[src/rtl/sarc_defines.vh]
`ifndef SARC_DEFINES_VH
`define SARC_DEFINES_VH

// Alarm cause bit positions
`define SARC_SRC_PHYS      0
`define SARC_SRC_OPCODE    1
`define SARC_SRC_HSHAKE    2
`define SARC_SRC_INTEG     3
`define SARC_SRC_MISMATCH  4
`define SARC_SRC_WDOG      5
`define SARC_SRC_CHKPT     6
`define SARC_NUM_SRC       7

// Reset values
`define SARC_KEY_RST       32'h0000_0000
`define SARC_CAUSE_RST     7'h00

// Timing counts in cycles
`define SARC_HS_TIMEOUT    8'h10
`define SARC_WDOG_RELOAD   16'hFFFF

`endif

[src/rtl/sarc_key_mem.v]
`timescale 1ns/1ps
`default_nettype none
module sarc_key_mem #(
    parameter DW = 32,
    parameter AW = 3
) (
    // Clock
    input  wire          i_clk,
    // Access
    input  wire          i_we,
    input  wire [AW-1:0] i_addr,
    input  wire [DW-1:0] i_wdata,
    output reg  [DW-1:0] o_rdata
);
    reg [DW-1:0] mem [0:(1<<AW)-1];

    always @(posedge i_clk) begin
        if (i_we) begin
            mem[i_addr] <= i_wdata;
        end
        o_rdata <= mem[i_addr];
    end
endmodule // sarc_key_mem
`default_nettype wire

[src/rtl/sarc_alarm_ctrl.v]
// Summary of operation
// [RULE_01] Physical probe or manipulation alarm halts processing and enters security reset.
// [RULE_02] On reset release, coprocessor registers and memory return to reset values.
// [RULE_03] During security reset all stored keys are overwritten with defaults.
// [RULE_04] During security reset memory structures are filled from the random source.
// [RULE_05] Illegal opcode detection triggers a security reset.
// [RULE_06] Bus transfers use a monitored handshake; failures raise an alarm.
// [RULE_07] Both processor halves compute on same data; final results are compared.
// [RULE_08] Result mismatch is recorded and starts the internal reset process.
// [RULE_09] Security critical integrity errors raise alarm and enter secure state.
// [RULE_10] Coprocessor soft reset or key overwrite clears all its key registers.
// [RULE_11] Watchdog timer and checkpoint register check timing and program flow.
// [RULE_12] Self-test, after start-up, exercises every alarm source and feature; code only waits until software has raised all 7 sources.
// [RULE_13] Cause of last security reset is latched and readable afterwards.
`timescale 1ns/1ps
`default_nettype none
`include "sarc_defines.vh"
module sarc_alarm_ctrl #(
    parameter DW       = 32,
    parameter MEM_AW   = 3,
    parameter KEY_N    = 4
) (
    // Clock and reset
    input  wire              i_clk,
    input  wire              i_sys_rst,
    // Detector pins (asynchronous)
    input  wire              i_phys_alarm,
    input  wire              i_integ_crit_alarm,
    // Core status, same clock
    input  wire              i_illegal_opcode,
    input  wire              i_res_valid,
    input  wire [DW-1:0]     i_res_a,
    input  wire [DW-1:0]     i_res_b,
    // Bus handshake monitor
    input  wire              i_bus_req,
    input  wire              i_bus_ack,
    input  wire              i_hs_alarm_en,
    // Random source
    input  wire [DW-1:0]     i_rand,
    // Coprocessor key control
    input  wire              i_cop_soft_rst,
    input  wire              i_key_we,
    input  wire [1:0]        i_key_sel,
    input  wire [DW-1:0]     i_key_wdata,
    // Watchdog and checkpoint
    input  wire              i_wdog_kick,
    input  wire              i_chkpt_we,
    input  wire [DW-1:0]     i_chkpt_wdata,
    input  wire [DW-1:0]     i_chkpt_expect,
    // Self-test
    input  wire              i_startup_done,
    input  wire              i_selftest_start,
    // Memory port
    input  wire [MEM_AW-1:0] i_mem_addr,
    output reg  [DW-1:0]     o_mem_rdata,
    // Status
    output reg               o_halt,
    output reg               o_sec_rst,
    output reg               o_cop_rst,
    output reg  [`SARC_NUM_SRC-1:0] o_rst_cause,
    output reg  [DW*KEY_N-1:0] o_keys,
    output reg               o_selftest_busy,
    output reg               o_selftest_pass
);
    localparam NS = `SARC_NUM_SRC;
    localparam [2:0] ST_RUN  = 3'b001;
    localparam [2:0] ST_WIPE = 3'b010;
    localparam [2:0] ST_REL  = 3'b100;

    reg [1:0]  phys_sync_q;
    reg [1:0]  integ_sync_q;
    reg [2:0]  state_q;
    reg [MEM_AW-1:0] wipe_addr_q;
    reg [7:0]  hs_cnt_q;
    reg [15:0] wdog_q;
    reg [NS-1:0] test_inj_q;
    reg [NS-1:0] test_seen_q;
    reg [NS-1:0] alarm;
    reg [NS-1:0] raw;
    wire [DW-1:0] mem_rdata;
    wire mem_we;
    wire [MEM_AW-1:0] mem_addr;
    integer k;

    // Pins pass two flops first
    always @(posedge i_clk) begin
        phys_sync_q  <= {phys_sync_q[0], i_phys_alarm};
        integ_sync_q <= {integ_sync_q[0], i_integ_crit_alarm};
    end

    always @* begin
        raw = {NS{1'b0}};
        // [RULE_01] probe alarm source
        raw[`SARC_SRC_PHYS]     = phys_sync_q[1];
        // [RULE_05] illegal opcode source
        raw[`SARC_SRC_OPCODE]   = i_illegal_opcode;
        // [RULE_06] failed handshake, gated
        raw[`SARC_SRC_HSHAKE]   = i_hs_alarm_en && (hs_cnt_q == `SARC_HS_TIMEOUT);
        // [RULE_09] critical integrity error
        raw[`SARC_SRC_INTEG]    = integ_sync_q[1];
        // [RULE_07] compare both halves
        raw[`SARC_SRC_MISMATCH] = i_res_valid && (i_res_a != i_res_b);
        // [RULE_11] watchdog expiry
        raw[`SARC_SRC_WDOG]     = (wdog_q == 16'h0000);
        // [RULE_11] program flow checkpoint
        raw[`SARC_SRC_CHKPT]    = i_chkpt_we && (i_chkpt_wdata != i_chkpt_expect);
        // Self-test injection diverts alarms away from reset
        alarm = raw & ~test_inj_q;
    end

    // [RULE_06] handshake timeout counter
    always @(posedge i_clk) begin
        if (i_sys_rst || !i_bus_req || i_bus_ack) begin
            hs_cnt_q <= 8'h00;
        end else if (hs_cnt_q != `SARC_HS_TIMEOUT) begin
            hs_cnt_q <= hs_cnt_q + 8'h01;
        end
    end

    // [RULE_11] watchdog down counter
    always @(posedge i_clk) begin
        if (i_sys_rst || i_wdog_kick || state_q != ST_RUN) begin
            wdog_q <= `SARC_WDOG_RELOAD;
        end else if (wdog_q != 16'h0000) begin
            wdog_q <= wdog_q - 16'h0001;
        end
    end

    // Security reset sequencer
    always @(posedge i_clk) begin
        if (i_sys_rst) begin
            state_q     <= ST_RUN;
            wipe_addr_q <= {MEM_AW{1'b0}};
            o_halt      <= 1'b0;
            o_sec_rst   <= 1'b0;
            o_cop_rst   <= 1'b0;
            o_rst_cause <= `SARC_CAUSE_RST;
        end else begin
            o_cop_rst <= 1'b0;
            case (state_q)
                ST_RUN: begin
                    if (|alarm) begin
                        // [RULE_01] halt at once
                        o_halt      <= 1'b1;
                        o_sec_rst   <= 1'b1;
                        // [RULE_13] latch cause
                        o_rst_cause <= alarm;
                        // [RULE_08] mismatch starts reset
                        state_q     <= ST_WIPE;
                        wipe_addr_q <= {MEM_AW{1'b0}};
                    end
                end
                ST_WIPE: begin
                    // [RULE_04] walk memory with random fill
                    wipe_addr_q <= wipe_addr_q + {{(MEM_AW-1){1'b0}}, 1'b1};
                    if (&wipe_addr_q) begin
                        state_q <= ST_REL;
                    end
                end
                ST_REL: begin
                    // [RULE_02] coprocessor reset on release
                    o_cop_rst <= 1'b1;
                    o_sec_rst <= 1'b0;
                    o_halt    <= 1'b0;
                    state_q   <= ST_RUN;
                end
                default: begin
                    state_q <= ST_RUN;
                end
            endcase
        end
    end

    // Key registers
    always @(posedge i_clk) begin
        if (i_sys_rst || state_q != ST_RUN || i_cop_soft_rst) begin
            // [RULE_03] [RULE_10] keys to defaults
            for (k = 0; k < KEY_N; k = k + 1) begin
                o_keys[k*DW +: DW] <= `SARC_KEY_RST;
            end
        end else if (i_key_we) begin
            // [RULE_10] overwrite clears all other keys
            for (k = 0; k < KEY_N; k = k + 1) begin
                o_keys[k*DW +: DW] <= `SARC_KEY_RST;
            end
            o_keys[i_key_sel*DW +: DW] <= i_key_wdata;
        end
    end

    assign mem_we   = (state_q == ST_WIPE);
    assign mem_addr = mem_we ? wipe_addr_q : i_mem_addr;

    sarc_key_mem #(
        .DW (DW),
        .AW (MEM_AW)
    ) u_mem (
        .i_clk   (i_clk),
        .i_we    (mem_we),
        .i_addr  (mem_addr),
        .i_wdata (i_rand),
        .o_rdata (mem_rdata)
    );

    always @(posedge i_clk) begin
        if (i_sys_rst) begin
            o_mem_rdata <= {DW{1'b0}};
        end else begin
            o_mem_rdata <= (state_q == ST_RUN) ? mem_rdata : {DW{1'b0}};
        end
    end

    // [RULE_12] self-test, only after start-up
    // Limitation: tested sources must be stimulated by software
    always @(posedge i_clk) begin
        if (i_sys_rst) begin
            test_inj_q      <= {NS{1'b0}};
            test_seen_q     <= {NS{1'b0}};
            o_selftest_busy <= 1'b0;
            o_selftest_pass <= 1'b0;
        end else if (i_selftest_start && i_startup_done && !o_selftest_busy) begin
            test_inj_q      <= {NS{1'b1}};
            test_seen_q     <= {NS{1'b0}};
            o_selftest_busy <= 1'b1;
            o_selftest_pass <= 1'b0;
        end else if (o_selftest_busy) begin
            test_seen_q <= test_seen_q | raw;
            if (&(test_seen_q | raw)) begin
                test_inj_q      <= {NS{1'b0}};
                o_selftest_busy <= 1'b0;
                o_selftest_pass <= 1'b1;
            end
        end
    end
endmodule // sarc_alarm_ctrl
`default_nettype wire

[config.mk]
export PLATFORM = sky130hd
export DESIGN_NAME = sarc_alarm_ctrl
export DESIGN_NICKNAME = d
export VERILOG_FILES = /design/src/rtl/sarc_key_mem.v /design/src/rtl/sarc_alarm_ctrl.v
export VERILOG_INCLUDE_DIRS = /design/src /design/src/rtl
export SDC_FILE = /design/constraint.sdc
export NUM_CORES = 1
export LEC_CHECK = 0
export BUFFER_PORTS_ARGS = -buffer_cell sky130_fd_sc_hd__clkbuf_2
export CAP_MARGIN = 20
export CORE_AREA = 4 4 192 194
export DETAILED_ROUTE_END_ITERATION = 10
export DIE_AREA = 0 0 196 198
export PLACE_DENSITY = 0.79
export SLEW_MARGIN = 20
export SYNTH_ARGS = -nofsm -noshare
export SYNTH_HDL_FRONTEND = slang
export SYNTH_HIERARCHICAL = 1
export SYNTH_SLANG_ARGS = --single-unit
[constraint.sdc]
create_clock -name i_clk -period 6.1 [get_ports i_clk]
set_clock_uncertainty 0.05 [all_clocks]
set_input_delay 0.305 -clock i_clk [delete_from_list [all_inputs] [get_ports i_clk]]
set_output_delay 0.305 -clock i_clk [all_outputs]
set_load 0.1 [all_outputs]
* Yosys cells after proc, flatten, opt, wreduce, memory -nomap -nowiden
Memories as Yosys holds them, arrays and structs flattened. A register that Yosys moved wholly into a read port is not among the register bits.
Cells that the tools add are included.
** Word-level totals
- Logic and storage cells :: 84
- Memory bits (writable) :: 256
- Register bits after elaboration :: 219
- Output and inout port bits :: 172
- Memories kept :: 1
** Memory list
- u_mem.mem :: words 8, bits a word 32, read ports 1, clocked after memory_dff 1, wr ports 1, line sarc_key_mem.v:15 : reg [DW-1:0] mem [0:(1<<AW)-1];
** Operators by class
- Equal/unequal tests :: 10
- Multiplexer cells :: 17
- Bitwise logic cells :: 5
- Reductions and logical operators :: 30
- Add/subtract/negate cells :: 4
- Shift-type cells :: 2
** Operators with widths (count)
- $and A128 B128 Y128 :: 1
- $shift A32 B34 Y128 const A :: 1
- $shiftx A32 B34 Y128 :: 1
- $ne A32 B32 Y1 :: 2
- $neg A7 Y34 :: 1
- $mux W7 :: 3
- $logic_not A16 Y1 :: 1
- $reduce_bool A16 Y1 :: 1
- $sub A16 B1 Y16 const B :: 1
- $mux W3 :: 4
- $pmux W3 S2 :: 2
- $reduce_and A2 Y1 :: 5
- $add A8 B1 Y8 const B :: 1
- $eq A8 B5 Y1 const B :: 1
- $ne A8 B5 Y1 const B :: 1
- $reduce_and A8 Y1 :: 1
- $reduce_bool A2 Y1 :: 4
- $and A7 B7 Y7 :: 1
- $mux W1 :: 7
- $not A7 Y7 :: 1
- $or A7 B7 Y7 :: 1
- $reduce_and A7 Y1 :: 1
- $reduce_or A7 Y1 :: 1
- $logic_or A1 B1 Y1 :: 6
- 13 further kinds :: 19

* Logic depth before layout (Yosys ltp)
Gate-level depths: netlist (run 1).
- Depth after elaboration :: 7
- Mapped depth :: 9
- Gate-level depth less buffers :: 8

* Hierarchy
Netlist (run 1), hierarchy kept.
** Modules (own cells, without submodules)
- sarc_key_mem :: instances 1, area an instance 10500.1 µm², seq. area each 8328.0 µm², cells each 453
- sarc_alarm_ctrl :: instances 1, area an instance 8590.7 µm², seq. area each 4264.1 µm², cells each 970

* Worst setup path before layout (run 1)
OpenSTA, ideal clock, no wires.
- Path kind :: flip-flop to flip-flop
- Start :: reg state_q[2]
- End :: mem u_mem.mem[4][0] (enable)
- Setup slack :: 1.220 ns
- Setup time :: 0.461 ns
- Data arrival time :: 4.369 ns
- Stages on the path, launching flop included :: 8
- Data required time :: 5.589 ns
- Buffers on the path :: 3
- Path through :: dfxtp_1 -> nor3b_1 -> mux2_2 -> buf_2 -> buf_2 -> buf_2 -> nand2_1 -> nor3_1
** On the way
- Elaborated cells between the ends (all ways) :: 4
- Those cells by class :: 1 x eq/ne; 3 x mux
** RTL lines
- from (decl) :: line sarc_alarm_ctrl.v:72 : reg [2:0] state_q;
- from (signal assigned) :: line sarc_alarm_ctrl.v:132 : state_q <= ST_RUN;
- from (signal assigned) :: line sarc_alarm_ctrl.v:149 : state_q <= ST_WIPE;
- from (signal assigned) :: line sarc_alarm_ctrl.v:157 : state_q <= ST_REL;
- $eq A3 B2 Y1 :: line sarc_alarm_ctrl.v:190 : assign mem_we = (state_q == ST_WIPE);
- named net mem_we :: line sarc_alarm_ctrl.v:81 : wire mem_we;
- $mux W3 :: line sarc_alarm_ctrl.v:191 : assign mem_addr = mem_we ? wipe_addr_q : i_mem_addr;
- named net mem_addr[2] :: line sarc_alarm_ctrl.v:82 : wire [MEM_AW-1:0] mem_addr;
- to (decl) :: line sarc_key_mem.v:15
The timed path passes the listed nets, and every way through them passes these cells.

* Worst setup path in the final report (run 1)
- Start :: reg state_q[2]
- End :: mem u_mem.mem[6][16] (enable)
Same word-level chain as after synthesis.

==> results.cfg, run 1 <==
[logic_synthesis]
yosysTopAreaCellShare_pct = 40.3
synth_area_leaders = edfxtp_1, dfxtp_1, mux4_1, nor2b_1, a21oi_1
synth_seq_cells = 501
synthArstFlopShare_pct = 0
synth_edf_count = 256
yosys_warnings = 6
syn_area_um2 = 19100
ys_types = 61
synth_common_cells = edfxtp_1, dfxtp_1, nor2_1
synthCells = 1423
syn_avg_cell_area_um2 = 13.4
synth_most_common_cell = edfxtp_1
synth_nets = 1645
yosysTopAreaCell = edfxtp_1
synth_ff_type = edfxtp_1
ys_seq_area_share_pct = 66.0

[die]
start_util_pct = 54.2
row_count = 69
io_pins = 384
core_um2 = 35200
die_w_um = 196
die_area_um2 = 38800
chipHeight_um = 198

[setup_path]
path_cells = nor3b_1 -> buf_4 -> mux2_2 -> buf_4 -> nand2_1 -> nor2_4
max_stage_delay_ns = 0.97
worstSetupEndpointType = register
crit_required_ns = 6.23
critPathSlowestCell = nor2_4
critPathArrivalTime_ns = 3.66
worst-path-max-fanout = 66
worst_setup_path_start_kind = register
cp_common_cell = buf_4
rrSetupSlack_ns = 2.57
path_class = reg2reg

[clock_network]
htreeDepth = 2
insertion_delay_ns = 0.57
cts-resized-gates = 0
clk_path_buf_depth = 3
cts_num_sinks = 501
cts_tree = built
cts_root_buffer = clkbuf_16
cts_made_buffers = 48
path_clk_slew_ns = 0.06

[pwr]
combPwrFrac_pct = 11.8
intPower_mw = 5.50
switching_share_pct = 25.2
total_power_mw = 7.35
p_seq_share_pct = 50.1
clockPowerShare_pct = 38.0
peakVddDrop_v = 0.000305
netSwitchingPower_mw = 1.85
power_density_nw_per_um2 = 310
p_leak_nw = 9.16

[drt]
vias = 12700
vias_per_cell = 5.36
first_iter_violations = 742
wl_per_cell_um = 19.1
drcViolationCount = 0
drt_first_pass_iters = 5
drt_wl_total_mm = 45.1
antenna_left = 0

[worst_hold_path]
hold_path.class = in2reg

[timing]
fin_crit_sh_pct = 57.8
finalSetupViolations = 0
hold_ws_ns = 0.0277
tightest_slew_ns = 1.10
fmax_ghz = 0.284
layout_setup_ws_ns = 2.57
finalMaxSlewViolations = 0
hold_viol = 0
finalSetupTns_ns = 0
rsz0062_at_grt = false
max_slew_margin_pct = 26.2
period_minus_slack_ns = 3.53

[grt]
grt_pass1_vias = 12500
groute.usage.overall_pct = 22.2
grt_util_met2_pct = 38.6
grt_util_met3_pct = 3.98
grt_util_met1_pct = 28.5
top_usage_layer = met2
grt_max_degree = 101
grt_pass1_wl_mm = 68.8
grt_overflow_total = 0
antenna_found_initial = 2

[placement]
place_congestion = 0.868
port-buffer-count = 383
hpwlAfterDp_mm = 28.3
placed_cell_area_um2 = 21400
place_ws_ns = 2.60
placedCellCount = 2206

[final_layout]
fin_cells = 2365
layout.area.seq_um2 = 12600
nFillCells = 2437
areaGrowthSynthToFinish_pct = 24.2
drive_above_1_share_pct = 28.2
multi_input_area_um2 = 6210
num-nets-final = 2088
stdcell_area_um2 = 23700
final_core_util_pct = 67.3

[status]
status = completed

[job]
maxCapViolations = 0
[power by group through the flow]
| stage | clock network [mW] | registers [mW] | logic, mW |
|---|---|---|---|
| floorplan | 0 | 3.99 | 0.350 |
| CTS | 2.85 | 3.69 | 0.870 |
| global route | 3.00 | 3.70 | 0.925 |
| global placement | 0 | 3.76 | 0.806 |
| detailed placement | 0 | 3.76 | 0.828 |
| finish | 2.80 | 3.69 | 0.871 |
[state kept, by name, summed over array words and instances (netlist names)]
name             flops
o_cop_rst            1
o_sec_rst            1
o_rst_cause          7
test_inj_q           1
hs_cnt_q             8
u_mem/mem          256
u_mem/o_rdata       32
o_keys             128
o_mem_rdata         32
state_q              3
wdog_q              16
o_selftest_busy      1
o_selftest_pass      1
wipe_addr_q          3
integ_sync_q         2
test_seen_q          7
phys_sync_q          2
[logic make-up after synthesis]
kind of cell	Yosys count	share of synthesized area, %
mux	98	9.44
simple gates	450	12.6
compound gates	200	5.66
xor+xnor	80	3.67
buf+inv	84	2.01
fa+ha+maj	10	0.655
flops	501	66.0
[final timing paths]
path | from | to | cells after the start
min reg2reg | phys_sync_q[0]$_DFF_P_ | phys_sync_q[1]$_DFF_P_ | 0
max | state_q[2]$_SDFFE_PP0P_ | u_mem/mem[6][16]$_DFFE_PP_ | 6
max reg2reg | state_q[2]$_SDFFE_PP0P_ | u_mem/mem[6][16]$_DFFE_PP_ | 6
min | i_bus_ack | hs_cnt_q[4]$_SDFFE_PP0P_ | 3
[timing repair]
item | 4_1_cts | 5_1_grt
endpoints found under the setup margin | 0 | 0
buffers inserted | 0 | 0
hold endpoints to repair | 367 | 0
hold buffers | 67 | 0
[layer usage]
layer | vias up | part of all wire (%)
li1 | 6021 | -
met3 | 85 | 6.9
met4 | 2 | 3.2
met5 | - | 0.016
met2 | 467 | 50
met1 | 6094 | 39
[critical path, delay by kind of cell (launching register included)]
family | cells | cell delay, ns
multiplexers | 1 | 0.17
flip-flops | 1 | 0.37
buffers and inverters | 2 | 0.88
AND/OR/NAND/NOR | 3 | 1.66
[layout by cell type (no fill, tap or decap), types with 14 or more instances in the layout]
cell type and count:
clkbuf_1 15, o21ai_0 17, clkbuf_2 382, buf_4 15, dfxtp_1 245, edfxtp_1 256
and2_1 34, a21oi_1 149, clkbuf_16 49, nand2_1 20, nor4_1 19, nor2_1 161
mux2_2 32, mux4_1 41, nand3_1 14, xor2_1 74, dlygate4sd3_1 67, nor2b_1 132
mux2i_1 15
[cell type report]
cell class              count  share of cell area, %
flip-flops and latches    501                   53.1
multi-input cells         838                   26.2
repair buffers            468                   11.8
clock buffers              71                   5.81
well taps                 461                   2.43
clock inverters            16                  0.485
inverters                   9                  0.142
diodes                      1                 0.0106
No activity file was read; power rests on OpenSTA's default activity.
==> run 2, diff against run 1 <==
--- a/config.mk
+++ b/config.mk
@@ -6,12 +6,13 @@
 export SDC_FILE = /design/constraint.sdc
 export NUM_CORES = 1
 export LEC_CHECK = 0
+export ABC_AREA = 1
 export BUFFER_PORTS_ARGS = -buffer_cell sky130_fd_sc_hd__clkbuf_2
 export CAP_MARGIN = 20
-export CORE_AREA = 4 4 192 194
+export CORE_AREA = 4 4 198 200
 export DETAILED_ROUTE_END_ITERATION = 10
-export DIE_AREA = 0 0 196 198
-export PLACE_DENSITY = 0.79
+export DIE_AREA = 0 0 202 204
+export PLACE_DENSITY = 0.8
 export SLEW_MARGIN = 20
 export SYNTH_ARGS = -nofsm -noshare
 export SYNTH_HDL_FRONTEND = slang
==> constraint.sdc (replaced) <==
create_clock -name i_clk -period 3.61 [get_ports i_clk]
set_clock_uncertainty 0.05 [all_clocks]
set_input_delay 0.1805 -clock i_clk [delete_from_list [all_inputs] [get_ports i_clk]]
set_output_delay 0.1805 -clock i_clk [all_outputs]
set_load 0.1 [all_outputs]
==> results.cfg, run 2 <==
[placement]
hpwlAfterDp_mm = 33.1
port-buffer-count = 383
placedCellCount = 3116
place_congestion = 0.879

[drt]
drcViolationCount = 0
met1_length_mm = 21.0
vias = 16600
drt_wl_total_mm = 52.5
top_layer_used = met5
wl_met3_mm = 3.75
first_iter_violations = 1216
drt_first_pass_iters = 6
vias_per_cell = 5.05
wl_per_cell_um = 16.0
routed-wl-met2_mm = 25.7
antenna_left = 0

[setup_path]
path_class = reg2reg
worstSetupEndpointType = register
critPathArrivalTime_ns = 3.32
reg2reg_depth = 11
worst-path-max-fanout = 18
crit_required_ns = 4.08
worst_setup_path_start_kind = register

[timing]
finalMaxSlewViolations = 0
finalSetupTns_ns = 0
period_minus_slack_ns = 2.85
finalSetupViolations = 0
fmax_ghz = 0.350
fin_crit_sh_pct = 79.0
tightest_slew_ns = 0.919
hold_viol = 0
hold_ws_ns = 0.0386
rsz0062_at_grt = false
max_slew_margin_pct = 38.7

[die]
die_area_um2 = 41200
row_count = 71
chipHeight_um = 204
die_w_um = 202
core_um2 = 37400
io_pins = 384
start_util_pct = 55.8

[clock_network]
insertion_delay_ns = 0.59
cts_tree = built
cts_num_sinks = 501
clk_path_buf_depth = 3
path_clk_slew_ns = 0.06
post_cts.repair.setup_buffers = 0
cts_made_buffers = 50
cts_root_buffer = clkbuf_16
htreeDepth = 2

[grt]
grt_overflow_total = 0
groute.usage.overall_pct = 24.9
grt_max_degree = 129
grt_pass1_vias = 16700
antenna_found_initial = 2
grt_pass1_wl_mm = 84.1

[logic_synthesis]
synthCells = 2291
synth_ff_type = edfxtp_1
synth_area_leaders = edfxtp_1, dfxtp_1, nand2_1, inv_1, a21oi_2
synth_nets = 2513
yosys_warnings = 6
synth_common_cells = nand2_1, inv_1, edfxtp_1
synthArstFlopShare_pct = 0
syn_avg_cell_area_um2 = 9.10
yosysTopAreaCell = edfxtp_1
ys_types = 36
yosysTopAreaCellShare_pct = 36.9
synth_edf_count = 256
ys_seq_area_share_pct = 60.4
synth_seq_cells = 501
syn_area_um2 = 20900
synth_most_common_cell = nand2_1

[pwr]
peakVddDrop_v = 0.000497
power_density_nw_per_um2 = 520
total_power_mw = 13.3
p_leak_nw = 11.4

[worst_hold_path]
hold_path.class = in2reg
hold_path_depth = 5

[final_layout]
final_common_cell = nand2_1
fin_cells = 3286
layout.area.seq_um2 = 12600
drive_above_1_share_pct = 22.5
nFillCells = 2711
largest_reg_flops = 256
final_cell_mix = nand2_1, clkbuf_2, inv_1, edfxtp_1, dfxtp_1
regMostFlops = u_mem/mem
n_antenna_cell = 0
multi_input_area_um2 = 6620
areaGrowthSynthToFinish_pct = 22.7
largestRegisters = u_mem/mem x256, o_keys x128
num-nets-final = 2956

[job]
maxCapViolations = 0

[status]
status = completed
## run 2: metal layers
metal  vias to the layer above  GRT usage, %
met5                         -             0
met4                         4          10.7
met3                       153          4.82
met2                       645          42.9
met1                      7729          30.8
li1                       8070             -
## run 2: logic make-up after synthesis
kind of cell               after synthesis  share of synthesized area [%]
xor gates and xnor gates                57                           2.39
AOI/OAI and AO/OA                      180                           6.41
adders and majority gates               10                          0.600
buffers and inverters                  405                           8.17
and+or+nand+nor                       1138                           22.0
DFF                                    501                           60.4
## run 2: layout make-up
type | instances | share of cell area [%]
sequential | 501 | 49.2
multi-input combinational | 1385 | 25.9
timing repair buffer | 489 | 11.6
clock buffer | 78 | 5.65
inverter | 307 | 4.53
tap | 511 | 2.50
clock inverter | 15 | 0.675
## run 2: path summary, 6_finish.rpt
| path | start | to | slack, ns |
|---|---|---|---|
| worst max-delay path | state_q[1]$_SDFFE_PP0P_ | u_mem/o_rdata[19]$_DFF_P_ | 0.76 |
| worst min-delay path | i_bus_req | hs_cnt_q[5]$_SDFFE_PP0P_ | 0.04 |
| worst max register to register | state_q[1]$_SDFFE_PP0P_ | u_mem/o_rdata[19]$_DFF_P_ | 0.76 |
| worst min register to register | phys_sync_q[0]$_DFF_P_ | phys_sync_q[1]$_DFF_P_ | 0.28 |
## run 2: worst max-delay path, stage by stage, from the launching register on
cell and delay [ns]:
dfxtp_1 0.38, inv_1 0.08, nor3_2 0.36, nand2_1 0.10, nand2_1 0.32, nand2_1 0.24, inv_1 0.54, buf_4 0.41
nand3_1 0.13, nand2_1 0.09, inv_1 0.04, nand2_1 0.06
## run 2: what timing repair did
| action | 4_1_cts | 5_1_grt |
|---|---|---|
| endpoints found under the hold margin | 410 | 0 |
| endpoints found under the setup margin | 0 | 0 |
| hold buffers | 77 | 0 |
| gates resized for setup | 0 | 0 |
## run 2: power breakdown
| group | switching (mW) | internal [mW] |
|---|---|---|
| Clock | 2.14 | 2.97 |
| Combinational | 1.46 | 0.498 |
| Sequential | 0.0696 | 6.18 |
## run 2: metrics by stage
stage / cell area [µm²] / util [%] / setup slack [ns]
final: 25600 / 68.4 / 0.756
after global routing: 25600 / 68.4 / 0.519
after CTS: 25600 / 68.4 / 0.797
after detailed placement: 23200 / 62.0 / 0.832
after global placement: 23200 / 62.0 / 0.935
after floorplan: 20900 / - / 0.124
